$ cat src/hdl/ccti_pkg.sv
package ccti_pkg;
  localparam int            CNT_W          = 16;
  localparam logic [5:0]    ADDR_ENABLE    = 6'h00;
  localparam logic [5:0]    ADDR_RUN       = 6'h04;
  localparam logic [5:0]    ADDR_CTRL      = 6'h08;
  localparam logic [5:0]    ADDR_MODE      = 6'h0C;
  localparam logic [5:0]    ADDR_TOGGLE    = 6'h10;
  localparam logic [5:0]    ADDR_CMP0      = 6'h14;
  localparam logic [5:0]    ADDR_CMP1      = 6'h18;
  localparam logic [5:0]    ADDR_CAP0      = 6'h1C;
  localparam logic [5:0]    ADDR_CAP1      = 6'h20;
  localparam logic [5:0]    ADDR_LIVE      = 6'h24;
  localparam logic [5:0]    ADDR_STATUS    = 6'h28;
  localparam int            BIT_ENABLE     = 7;
  localparam int            BIT_RUN        = 0;
  localparam int            BIT_BUFEN      = 7;
  localparam int            POS_CLKSEL     = 0;
  localparam int            BIT_CLE        = 2;
  localparam int            POS_CAPSEL     = 3;
  localparam int            BIT_SWCAP      = 5;
  localparam int            POS_FLOPCMD    = 0;
  localparam int            POS_TGLEN      = 2;
  localparam logic [1:0]    CLK_EXT        = 2'h0;
  localparam logic [1:0]    CLK_T1         = 2'h1;
  localparam logic [1:0]    CLK_T4         = 2'h2;
  localparam logic [1:0]    CLK_T16        = 2'h3;
  localparam logic [1:0]    CAP_OFF        = 2'h0;
  localparam logic [1:0]    CAP_PIN        = 2'h1;
  localparam logic [1:0]    CAP_FLOP       = 2'h2;
  localparam logic [1:0]    CMD_TOGGLE     = 2'h0;
  localparam logic [1:0]    CMD_SET        = 2'h1;
  localparam logic [1:0]    CMD_CLEAR      = 2'h2;
  localparam logic [4:0]    PRE_T1_MASK    = 5'h01;
  localparam logic [4:0]    PRE_T4_MASK    = 5'h07;
  localparam logic [4:0]    PRE_T16_MASK   = 5'h1F;
  localparam logic [15:0]   CNT_MAX        = 16'hFFFF;
  localparam logic [1:0]    CLKSEL_RST     = 2'h0;
  localparam logic [1:0]    CAPSEL_RST     = 2'h0;
  localparam logic [3:0]    TGLEN_RST      = 4'h0;
  localparam logic [15:0]   WORD_RST       = 16'h0000;

  typedef struct packed {
    logic              en;
    logic              run;
    logic              bufEn;
    logic [1:0]        clkSel;
    logic              cle;
    logic [1:0]        capSel;
    logic [3:0]        tglEn;
    logic [15:0]       cnt;
    logic [15:0]       cmp0;
    logic [15:0]       cmp1;
    logic [15:0]       shd0;
    logic [15:0]       shd1;
    logic [15:0]       cap0;
    logic [15:0]       cap1;
    logic              flop;
    logic              flopPrev;
    logic              irqCmp;
    logic              irqCap0;
    logic              irqCap1;
    logic [15:0]       rdata;
  } ccti_state_t;

  typedef struct packed {
    logic [4:0]        pre;
    logic              sync1;
    logic              sync2;
    logic              sync3;
  } ccti_tick_state_t;
endpackage : ccti_pkg

$ cat src/hdl/ccti_tick_if.sv
`timescale 1ns/1ns
interface ccti_tick_if;
  logic [1:0] clkSel;
  logic       countTick;
  logic       extRise;
  logic       extFall;
  modport gen  (input clkSel, output countTick, output extRise, output extFall);
  modport core (output clkSel, input countTick, input extRise, input extFall);
endinterface : ccti_tick_if

$ cat src/hdl/ccti_timer.sv
`timescale 1ns/1ns
module ccti_timer (
  input  wire logic              clk_sys,
  input  wire logic              arst_n,
  input  wire logic [5:0]        regAddr,
  input  wire logic [15:0]       regWdata,
  input  wire logic              regWr,
  input  wire logic              regRd,
  output logic      [15:0]       regRdata,
  input  wire logic              extCountPin,
  output logic                   timerOutPin,
  output logic                   compareOverflowIrq,
  output logic                   capture0Irq,
  output logic                   capture1Irq
);
  import ccti_pkg::*;

  ccti_state_t  state_ff;
  ccti_state_t  nxt_state;
  ccti_tick_if  tickIf ();
  logic         active;
  logic         tick;
  logic [15:0]  cntNext;
  logic         match0Ev;
  logic         match1Ev;
  logic         load1Ev;
  logic         ovfEv;
  logic         cap0Ev;
  logic         cap1Ev;
  logic         swCapEv;
  logic         flopRise;
  logic         flopFall;
  logic         wrMode;
  logic         wrToggle;

  ccti_tick_gen u_tick (
    .clk_sys     (clk_sys),
    .arst_n      (arst_n),
    .extCountPin (extCountPin),
    .tickIf      (tickIf)
  );

  assign tickIf.clkSel = state_ff.clkSel;
  assign active        = state_ff.en & state_ff.run;
  assign tick          = active & tickIf.countTick;
  assign wrMode        = regWr && regAddr == ADDR_MODE;
  assign wrToggle      = regWr && regAddr == ADDR_TOGGLE;
  assign swCapEv       = wrMode && !regWdata[BIT_SWCAP];
  assign flopRise      = state_ff.flop & ~state_ff.flopPrev;
  assign flopFall      = ~state_ff.flop & state_ff.flopPrev;

  // Counter step: clear on match with compare 1 when enabled, else wrap at the top.
  always_comb begin
    if (state_ff.cle && state_ff.cnt == state_ff.cmp1) begin
      cntNext = WORD_RST;
    end else begin
      cntNext = state_ff.cnt + 16'h0001;
    end
  end

  assign ovfEv    = tick && state_ff.cnt == CNT_MAX
                    && !(state_ff.cle && state_ff.cnt == state_ff.cmp1);
  assign match0Ev = tick && cntNext == state_ff.cmp0;
  assign match1Ev = tick && cntNext == state_ff.cmp1;
  assign load1Ev  = tick && state_ff.cnt == state_ff.cmp1;

  // Capture timing: pin edges or edges of the output flop.
  always_comb begin
    cap0Ev = swCapEv;
    cap1Ev = 1'b0;
    unique case (state_ff.capSel)
      CAP_PIN: begin
        cap0Ev = swCapEv | (active & tickIf.extRise);
        cap1Ev = active & tickIf.extFall;
      end
      CAP_FLOP: begin
        cap0Ev = swCapEv | (active & flopRise);
        cap1Ev = active & flopFall;
      end
      default: begin
        cap0Ev = swCapEv;
        cap1Ev = 1'b0;
      end
    endcase
  end

  always_comb begin
    nxt_state          = state_ff;
    nxt_state.flopPrev = state_ff.flop;
    nxt_state.irqCmp   = match0Ev | match1Ev | ovfEv;
    nxt_state.irqCap0  = cap0Ev;
    nxt_state.irqCap1  = cap1Ev;

    if (!active) begin
      nxt_state.cnt = WORD_RST;
    end else if (tick) begin
      nxt_state.cnt = cntNext;
    end

    if (cap0Ev) begin
      nxt_state.cap0 = state_ff.cnt;
    end
    if (cap1Ev) begin
      nxt_state.cap1 = state_ff.cnt;
    end

    if (state_ff.bufEn && load1Ev) begin
      nxt_state.cmp0 = state_ff.shd0;
      nxt_state.cmp1 = state_ff.shd1;
    end

    if ((match0Ev && state_ff.tglEn[0]) ^ (match1Ev && state_ff.tglEn[1])
        ^ (cap0Ev && state_ff.tglEn[2]) ^ (cap1Ev && state_ff.tglEn[3])) begin
      nxt_state.flop = ~state_ff.flop;
    end

    if (regWr) begin
      unique case (regAddr)
        ADDR_ENABLE: nxt_state.en    = regWdata[BIT_ENABLE];
        ADDR_RUN:    nxt_state.run   = regWdata[BIT_RUN];
        ADDR_CTRL:   nxt_state.bufEn = regWdata[BIT_BUFEN];
        ADDR_MODE: begin
          nxt_state.clkSel = regWdata[POS_CLKSEL +: 2];
          nxt_state.cle    = regWdata[BIT_CLE];
          nxt_state.capSel = regWdata[POS_CAPSEL +: 2];
        end
        ADDR_TOGGLE: begin
          nxt_state.tglEn = regWdata[POS_TGLEN +: 4];
          unique case (regWdata[POS_FLOPCMD +: 2])
            CMD_TOGGLE: nxt_state.flop = ~state_ff.flop;
            CMD_SET:    nxt_state.flop = 1'b1;
            CMD_CLEAR:  nxt_state.flop = 1'b0;
            default:    nxt_state.flop = nxt_state.flop;
          endcase
        end
        ADDR_CMP0: begin
          nxt_state.shd0 = regWdata;
          if (!state_ff.bufEn || !active) begin
            nxt_state.cmp0 = regWdata;
          end
        end
        ADDR_CMP1: begin
          nxt_state.shd1 = regWdata;
          if (!state_ff.bufEn || !active) begin
            nxt_state.cmp1 = regWdata;
          end
        end
        default: nxt_state.en = nxt_state.en;
      endcase
    end

    nxt_state.rdata = WORD_RST;
    if (regRd) begin
      unique case (regAddr)
        ADDR_ENABLE: nxt_state.rdata[BIT_ENABLE] = state_ff.en;
        ADDR_RUN:    nxt_state.rdata[BIT_RUN]    = state_ff.run;
        ADDR_CTRL:   nxt_state.rdata[BIT_BUFEN]  = state_ff.bufEn;
        ADDR_MODE: begin
          nxt_state.rdata[POS_CLKSEL +: 2] = state_ff.clkSel;
          nxt_state.rdata[BIT_CLE]         = state_ff.cle;
          nxt_state.rdata[POS_CAPSEL +: 2] = state_ff.capSel;
          nxt_state.rdata[BIT_SWCAP]       = 1'b1;
        end
        ADDR_TOGGLE: begin
          nxt_state.rdata[POS_FLOPCMD +: 2] = 2'h3;
          nxt_state.rdata[POS_TGLEN +: 4]   = state_ff.tglEn;
        end
        ADDR_CMP0:   nxt_state.rdata = state_ff.cmp0;
        ADDR_CMP1:   nxt_state.rdata = state_ff.cmp1;
        ADDR_CAP0:   nxt_state.rdata = state_ff.cap0;
        ADDR_CAP1:   nxt_state.rdata = state_ff.cap1;
        ADDR_LIVE:   nxt_state.rdata = state_ff.cnt;
        ADDR_STATUS: nxt_state.rdata[0] = state_ff.flop;
        default:     nxt_state.rdata = WORD_RST;
      endcase
    end
  end

  always_ff @(posedge clk_sys or negedge arst_n) begin
    if (!arst_n) begin
      state_ff        <= '0;
      state_ff.clkSel <= CLKSEL_RST;
      state_ff.capSel <= CAPSEL_RST;
      state_ff.tglEn  <= TGLEN_RST;
    end else begin
      state_ff <= nxt_state;
    end
  end

  assign regRdata           = state_ff.rdata;
  assign timerOutPin        = state_ff.flop;
  assign compareOverflowIrq = state_ff.irqCmp;
  assign capture0Irq        = state_ff.irqCap0;
  assign capture1Irq        = state_ff.irqCap1;
endmodule : ccti_timer

$ cat src/hdl/ccti_tick_gen.sv
`timescale 1ns/1ns
module ccti_tick_gen (
  input  wire logic   clk_sys,
  input  wire logic   arst_n,
  input  wire logic   extCountPin,
  ccti_tick_if.gen    tickIf
);
  import ccti_pkg::*;

  ccti_tick_state_t state_ff;
  ccti_tick_state_t nxt_state;
  logic             extRise;

  // The first sync stage feeds only the second; edges come from stages two and three.
  always_comb begin
    nxt_state       = state_ff;
    nxt_state.pre   = state_ff.pre + 5'h01;
    nxt_state.sync1 = extCountPin;
    nxt_state.sync2 = state_ff.sync1;
    nxt_state.sync3 = state_ff.sync2;
  end

  always_ff @(posedge clk_sys or negedge arst_n) begin
    if (!arst_n) begin
      state_ff <= '0;
    end else begin
      state_ff <= nxt_state;
    end
  end

  assign extRise        = state_ff.sync2 & ~state_ff.sync3;
  assign tickIf.extRise = extRise;
  assign tickIf.extFall = ~state_ff.sync2 & state_ff.sync3;

  // Count clock is one of three prescaler taps or the pin's rising edge.
  always_comb begin
    unique case (tickIf.clkSel)
      CLK_EXT: tickIf.countTick = extRise;
      CLK_T1:  tickIf.countTick = (state_ff.pre & PRE_T1_MASK) == PRE_T1_MASK;
      CLK_T4:  tickIf.countTick = (state_ff.pre & PRE_T4_MASK) == PRE_T4_MASK;
      CLK_T16: tickIf.countTick = (state_ff.pre & PRE_T16_MASK) == PRE_T16_MASK;
    endcase
  end
endmodule : ccti_tick_gen

$ cat config.mk
export PLATFORM = sky130hd
export DESIGN_NAME = ccti_timer
export DESIGN_NICKNAME = d
export VERILOG_FILES = /design/src/hdl/ccti_pkg.sv /design/src/hdl/ccti_tick_if.sv /design/src/hdl/ccti_timer.sv /design/src/hdl/ccti_tick_gen.sv
export SDC_FILE = /design/constraint.sdc
export NUM_CORES = 1
export LEC_CHECK = 0
export ABC_AREA = 1
export BUFFER_PORTS_ARGS = -buffer_cell sky130_fd_sc_hd__buf_2
export CORE_UTILIZATION = 60
export DETAILED_ROUTE_END_ITERATION = 10
export PLACE_DENSITY_LB_ADDON = 0.15
export SKIP_CTS_REPAIR_TIMING = 1
export SYNTH_ARGS = -nofsm -noshare
export SYNTH_HDL_FRONTEND = slang
export SYNTH_SLANG_ARGS = --single-unit
$ cat constraint.sdc
create_clock -name clk_sys -period 3.52 [get_ports clk_sys]
set_clock_uncertainty 0.2 [all_clocks]
set_input_delay 0.176 -clock clk_sys [delete_from_list [all_inputs] [get_ports clk_sys]]
set_output_delay 0.176 -clock clk_sys [all_outputs]
set_load 0.01 [all_outputs]
# --- After elaboration in Yosys (flattened, before gate mapping) ---
# Index checks and enable logic that the tools add are counted.
word_totals:
  regBits: 153
  wordCells: 123
classes:
  addsub: 2
  n_eq_ne: 24
  mux: 24
  bitwise: 21
  reduce_logical: 28
op_table:
  columns: ["operator", "count"]
  rows:
  - ["16-bit two-way mux", 10]
  - ["64-bit two-way mux", 1]
  - ["16-bit == test", 3]
  - ["8-bit one-hot mux with 5 select lines", 1]
  - ["5-bit one-hot mux with 7 select lines", 1]
  - ["32-bit two-way mux", 1]
  - ["6-bit by 5-bit == test with 1-bit output (second input constant)", 4]
  - ["6-bit == test (second input constant)", 3]
  - ["16-bit by 1-bit adder with 16-bit output (second input constant)", 1]
  - ["16-bit == test (second input constant)", 1]
  - ["2-bit AND reduction", 7]
  - ["1-bit logical AND", 13]
  - ["6-bit by 4-bit == test with 1-bit output (second input constant)", 2]
  - ["1-bit AND", 10]
  - ["1-bit one-hot mux with 9 select lines", 1]
  - ["2-bit == test (second input constant)", 4]
  - ["1-bit one-hot mux with 7 select lines", 1]
  - ["2-bit by 1-bit == test with 1-bit output (second input constant)", 3]
  - ["6-bit by 3-bit == test with 1-bit output (second input constant)", 1]
  - ["6-bit logical NOT", 1]
  - ["5-bit by 1-bit adder with 5-bit output (second input constant)", 1]
  - ["5-bit == test (second input constant)", 1]
  - ["1-bit one-hot mux with 5 select lines", 1]
  - ["1-bit logical NOT", 4]
  - ["other kinds (11)", 23]

# --- Longest topological paths before layout ---
logic_depth:
  ltp_word: 13
  depth_mapped: 22
  ltp_nobuf: 22

# --- By module ---
# A second synthesis with hierarchy kept.
hier_totals:
  cells_unflattened: 1017
  hier_area_um2: 7863.8
modules_own_cells:
  columns: ["mod", "instances", "cells_per_inst", "area_per_inst_um2"]
  rows:
  - ["ccti_timer", 1, 989, 7549.7]
  - ["ccti_tick_gen", 1, 28, 314.1]

# --- Worst setup path before layout ---
# No wires, ideal clock.
synth_timing:
  path_type: "flip-flop to flip-flop"
  from: "register u_tick.state_ff[3] in the netlist's numbering"
  to: "register state_ff[113] in the netlist's numbering"
  setup_time_ps: 78
  t_arrival_ps: 2174
  required_time_ps: 3242
  path_slack_ps: 1069
  stages_incl_launch_ff: 15
  n_path_buf: 1
  period_less_slack_ps: 2451
  cell_sequence: "dfrtp_1 ha_1 nand2_1 nor2_1 ha_1 nor2_1 o21a_1 nor2_1 nand4_1 inv_1 clkbuf_1 nand2_1 o21ai_0 nor2_1 a21oi_1"
synth_lines:
  columns: ["item", "line", "rtl"]
  rows:
  - ["start, declared", "ccti_tick_gen.sv:10", "ccti_tick_state_t state_ff;"]
  - ["start signal, assigned", "ccti_tick_gen.sv:27", "state_ff <= nxt_state;"]
  - ["end signal, assigned", "ccti_timer.sv:186", "state_ff <= nxt_state;"]
  - ["end, declared", "ccti_timer.sv:18", "ccti_state_t state_ff;"]

==> impl_results.md <==
* Outcome: finished with violations
* Failing checks: negative hold slack
* Nets at 1128
* Critical path cell sequence: inv_2 > nand2_1 > nand2_1 > nor2_1 > nand2_1 > nor2_2 > nand3_4 > buf_4 > nand2_1 > inv_1 > nand2_1 > nand2_1 > inv_1 > nand2_1 > nor2_2 > nand3_1 > nor2_1 > nand2_1 > nand2_1 > nand2_1 > nand3_1 > nand2_1
* Slowest CP cell: dfrtp_1
* Maximum VDD drop at 0.440 mV
* Yosys top cell area share at 47.8%
* Die Area at 13800 sq um
* Root Driver: clkbuf_16
* Die X at 118 um
* Fin Hold WS at -0.0384 ns
* Post-DR vias/cell at 5.79
* TritonCTS clock tree: done
* Area Growth Syn to Fin at 13.0%
* Core Box Area at 12800 sq um
* Dominant synthesized flop cell: dfrtp_1
* Die Height at 118 um
* Switching pwr at 1.29 mW
* Switching share of power at 29.5%
* Count of cell types in the netlist at 39
* Fin util at 70.6%
* Top post-synthesis cells by area: dfrtp_1 (48%), nand2_1 (14%), o21ai_0 (7.3%)
* Gpl congestion at 0.981
* Final setup margin at 0.305 ns
* Combinational group share of total power at 16.3%
* Hold Vio Cnt, Final at 3
* CTS buffer count at 17
* Seq/Total Area, Yosys at 47.8%
* First-pass GRT wire length at 36.3 mm
* Avg WL per Cell at 17.9 um
* Delay-heaviest family, CP: simple AND/OR/NAND/NOR gates
* Worst EP required at 3.64 ns
* WL final at 22.8 mm
* P_leak at 4.41 nW
* EDFF count, synth at 0
* Yosys top cell by area: dfrtp_1
* Clock Tree Buf Depth at 2
* Layout cells sized above 1 at 11.6%
* Pin count of the biggest net entering global routing at 81
* N_diodes at 0
* Syn nets at 1074
* Max incr delay on CP at 0.52 ns
* Max Fclk at 0.311 GHz
* Top cell by count, worst path: nand2_1
* CTS sink cnt at 153
* Worst setup SP type: flip-flop
* Io pins at 47
* Vias at 7396
* Avg Inst Size Synth at 7.68 sq um
* Dpl hpwl at 16.4 mm
* I/O Buffers at 46
* Final Max Slew Viols at 0
* Signal arrival time at the worst endpoint at 3.34 ns
* Total GRT Usage at 34.4%
* First drt pass iteration count at 6
* Grt total ovfl at 0
* Initial DRC Count at 865
* Fraction of the cycle the final worst path needs at 91.3%
* Drt drc at 0
* Power Density at 481 nW/um^2
* Worst rel slew slack at 22.8%
* Top cells by instance count after synthesis: nand2_1 (289), dfrtp_1 (153), o21ai_0 (117)
* Internal cell power at 3.07 mW
* H-Tree Depth at 4
* Ys Warns at 0
* Initial antenna violation count at 0
* Initial Util at 62.4%
* Row count at 41
* Critical Path Sink Type: flip-flop
* Pwr Total at 4.36 mW
* Sequential share of power at 47.3%
* Top-count cell post-synth: nand2_1
* Area of the mapped netlist at 8010 sq um
* Setup Viol. Count Final at 0
* Kind of critical path: flip-flop to flip-flop
* Synth async-reset ratio at 100%
* Clock Latency Late Sink at 0.43 ns
* Crit Path Max Fanout at 35
* Detail Route Antenna Nets at 0
* Vias in the first global route at 6605
* Worst-path clk slew at 0.06 ns
* Setup TNS at 0 ns
* Power share of the clock group at 36.4%
* Worst Max-Slew Pin Slew at 1.16 ns
* Setup WS pre-CTS at 0.381 ns
* Crit path buf inv count at 4
* Max Cap Violations at 0
* RSZ-0062 raised after global routing: false
* Final Critical Period at 3.22 ns
* Cell count after synthesis at 1042
* Synth Register Bits at 153
* Hold WC Path Type: primary input to flip-flop
* FILL cells at 1078
## cells by family after synthesis
kind of cell,count (synthesis),synth area share [%]
simple gates,463,24.1
flops,153,47.8
buf+inv,177,9.48
fa+ha+maj,5,0.781
xor+xnor,14,1.63
compound gates,230,16.2
## layout make-up
| type | count | area, sq um | area share [%] |
|---|---|---|---|
| clock buffer | 21 | 450 | 4.98 |
| clock inverter | 8 | 52.6 | 0.581 |
| inverter | 125 | 469 | 5.18 |
| multi-input combinational | 712 | 3430 | 37.9 |
| sequential | 153 | 3830 | 42.3 |
| tap | 172 | 215 | 2.38 |
| timing repair buffer | 87 | 607 | 6.70 |
## layer usage
layer / GRT usage, % / vias to the layer above / share of wire [%]
li1: - / 3520 / -
met1: 54.0 / 3449 / 46
met2: 47.1 / 399 / 42
met3: 7.99 / 28 / 10
met4: 10.0 / 0 / 1.4
met5: 0 / - / 0
## power groups by stage
stage | registers (mW) | logic (mW) | clock network [mW]
floorplan | 2.03 | 0.457 | 0
CTS | 2.05 | 0.682 | 1.60
finish | 2.06 | 0.711 | 1.58
global placement | 2.08 | 0.667 | 0
detailed placement | 2.08 | 0.677 | 0
global route | 2.07 | 0.804 | 1.68
## path summary, 6_finish.rpt
check | start | endpoint | slack (ns) | cells past startpoint
setup / recovery | state_ff[127]$_DFFE_PN0P_ | timerOutPin$_DFF_PN0_ | 0.30 | 22
hold / removal | regAddr[4] | state_ff[143]$_DFFE_PN0P_ | -0.04 | 4
setup reg to reg | state_ff[127]$_DFFE_PN0P_ | timerOutPin$_DFF_PN0_ | 0.30 | 22
hold reg to reg | u_tick.nxt_state[1]$_DFF_PN0_ | u_tick.nxt_state[0]$_DFF_PN0_ | 0.15 | 0
max in group asynchronous | arst_n | state_ff[41]$_DFFE_PN0N_ | 2.11 | 3
min in group asynchronous | arst_n | u_tick.nxt_state[0]$_DFF_PN0_ | 0.16 | 2
## flip-flops by register name (all words and copies together), names as in the netlist
register,count
capture0Irq,1
u_tick.nxt_state,2
tickIf.clkSel,2
regRdata,16
u_tick.state_ff,6
state_ff,123
compareOverflowIrq,1
capture1Irq,1
timerOutPin,1
## per-stage QoR
stage                     instance area, sq um  std cells  hold slack (ns)
after floorplan                           8010       1042           -0.320
after global placement                    8350       1229           0.0677
after detailed placement                  8350       1229           0.0655
after CTS                                 8850       1258           -0.387
after global routing                      9050       1278          0.00110
final                                     9050       1278          -0.0384
## layout by cell type (no fill, tap or decap), types with 11 or more instances in the layout
cell type,netlist,routed
nand2_1,289,289
dfrtp_1,153,153
o21ai_0,117,116
inv_1,107,107
nor2_1,80,79
nand3_1,52,52
buf_2,3,45
a21oi_1,39,39
o22ai_1,30,30
dlygate4sd3_1,0,20
buf_4,16,20
o211ai_1,18,18
inv_2,17,17
clkbuf_16,0,17
nor3_1,13,13
nand4_1,13,13
xor2_1,12,12
a221oi_1,11,11
## worst register-to-register path: cells and delay by family (launching register included)
family	cells	cell delay [ns]
buffers and inverters	4	0.54
AND/OR/NAND/NOR	18	1.85
flip-flops	1	0.52
(Power assumes the default switching activity.)
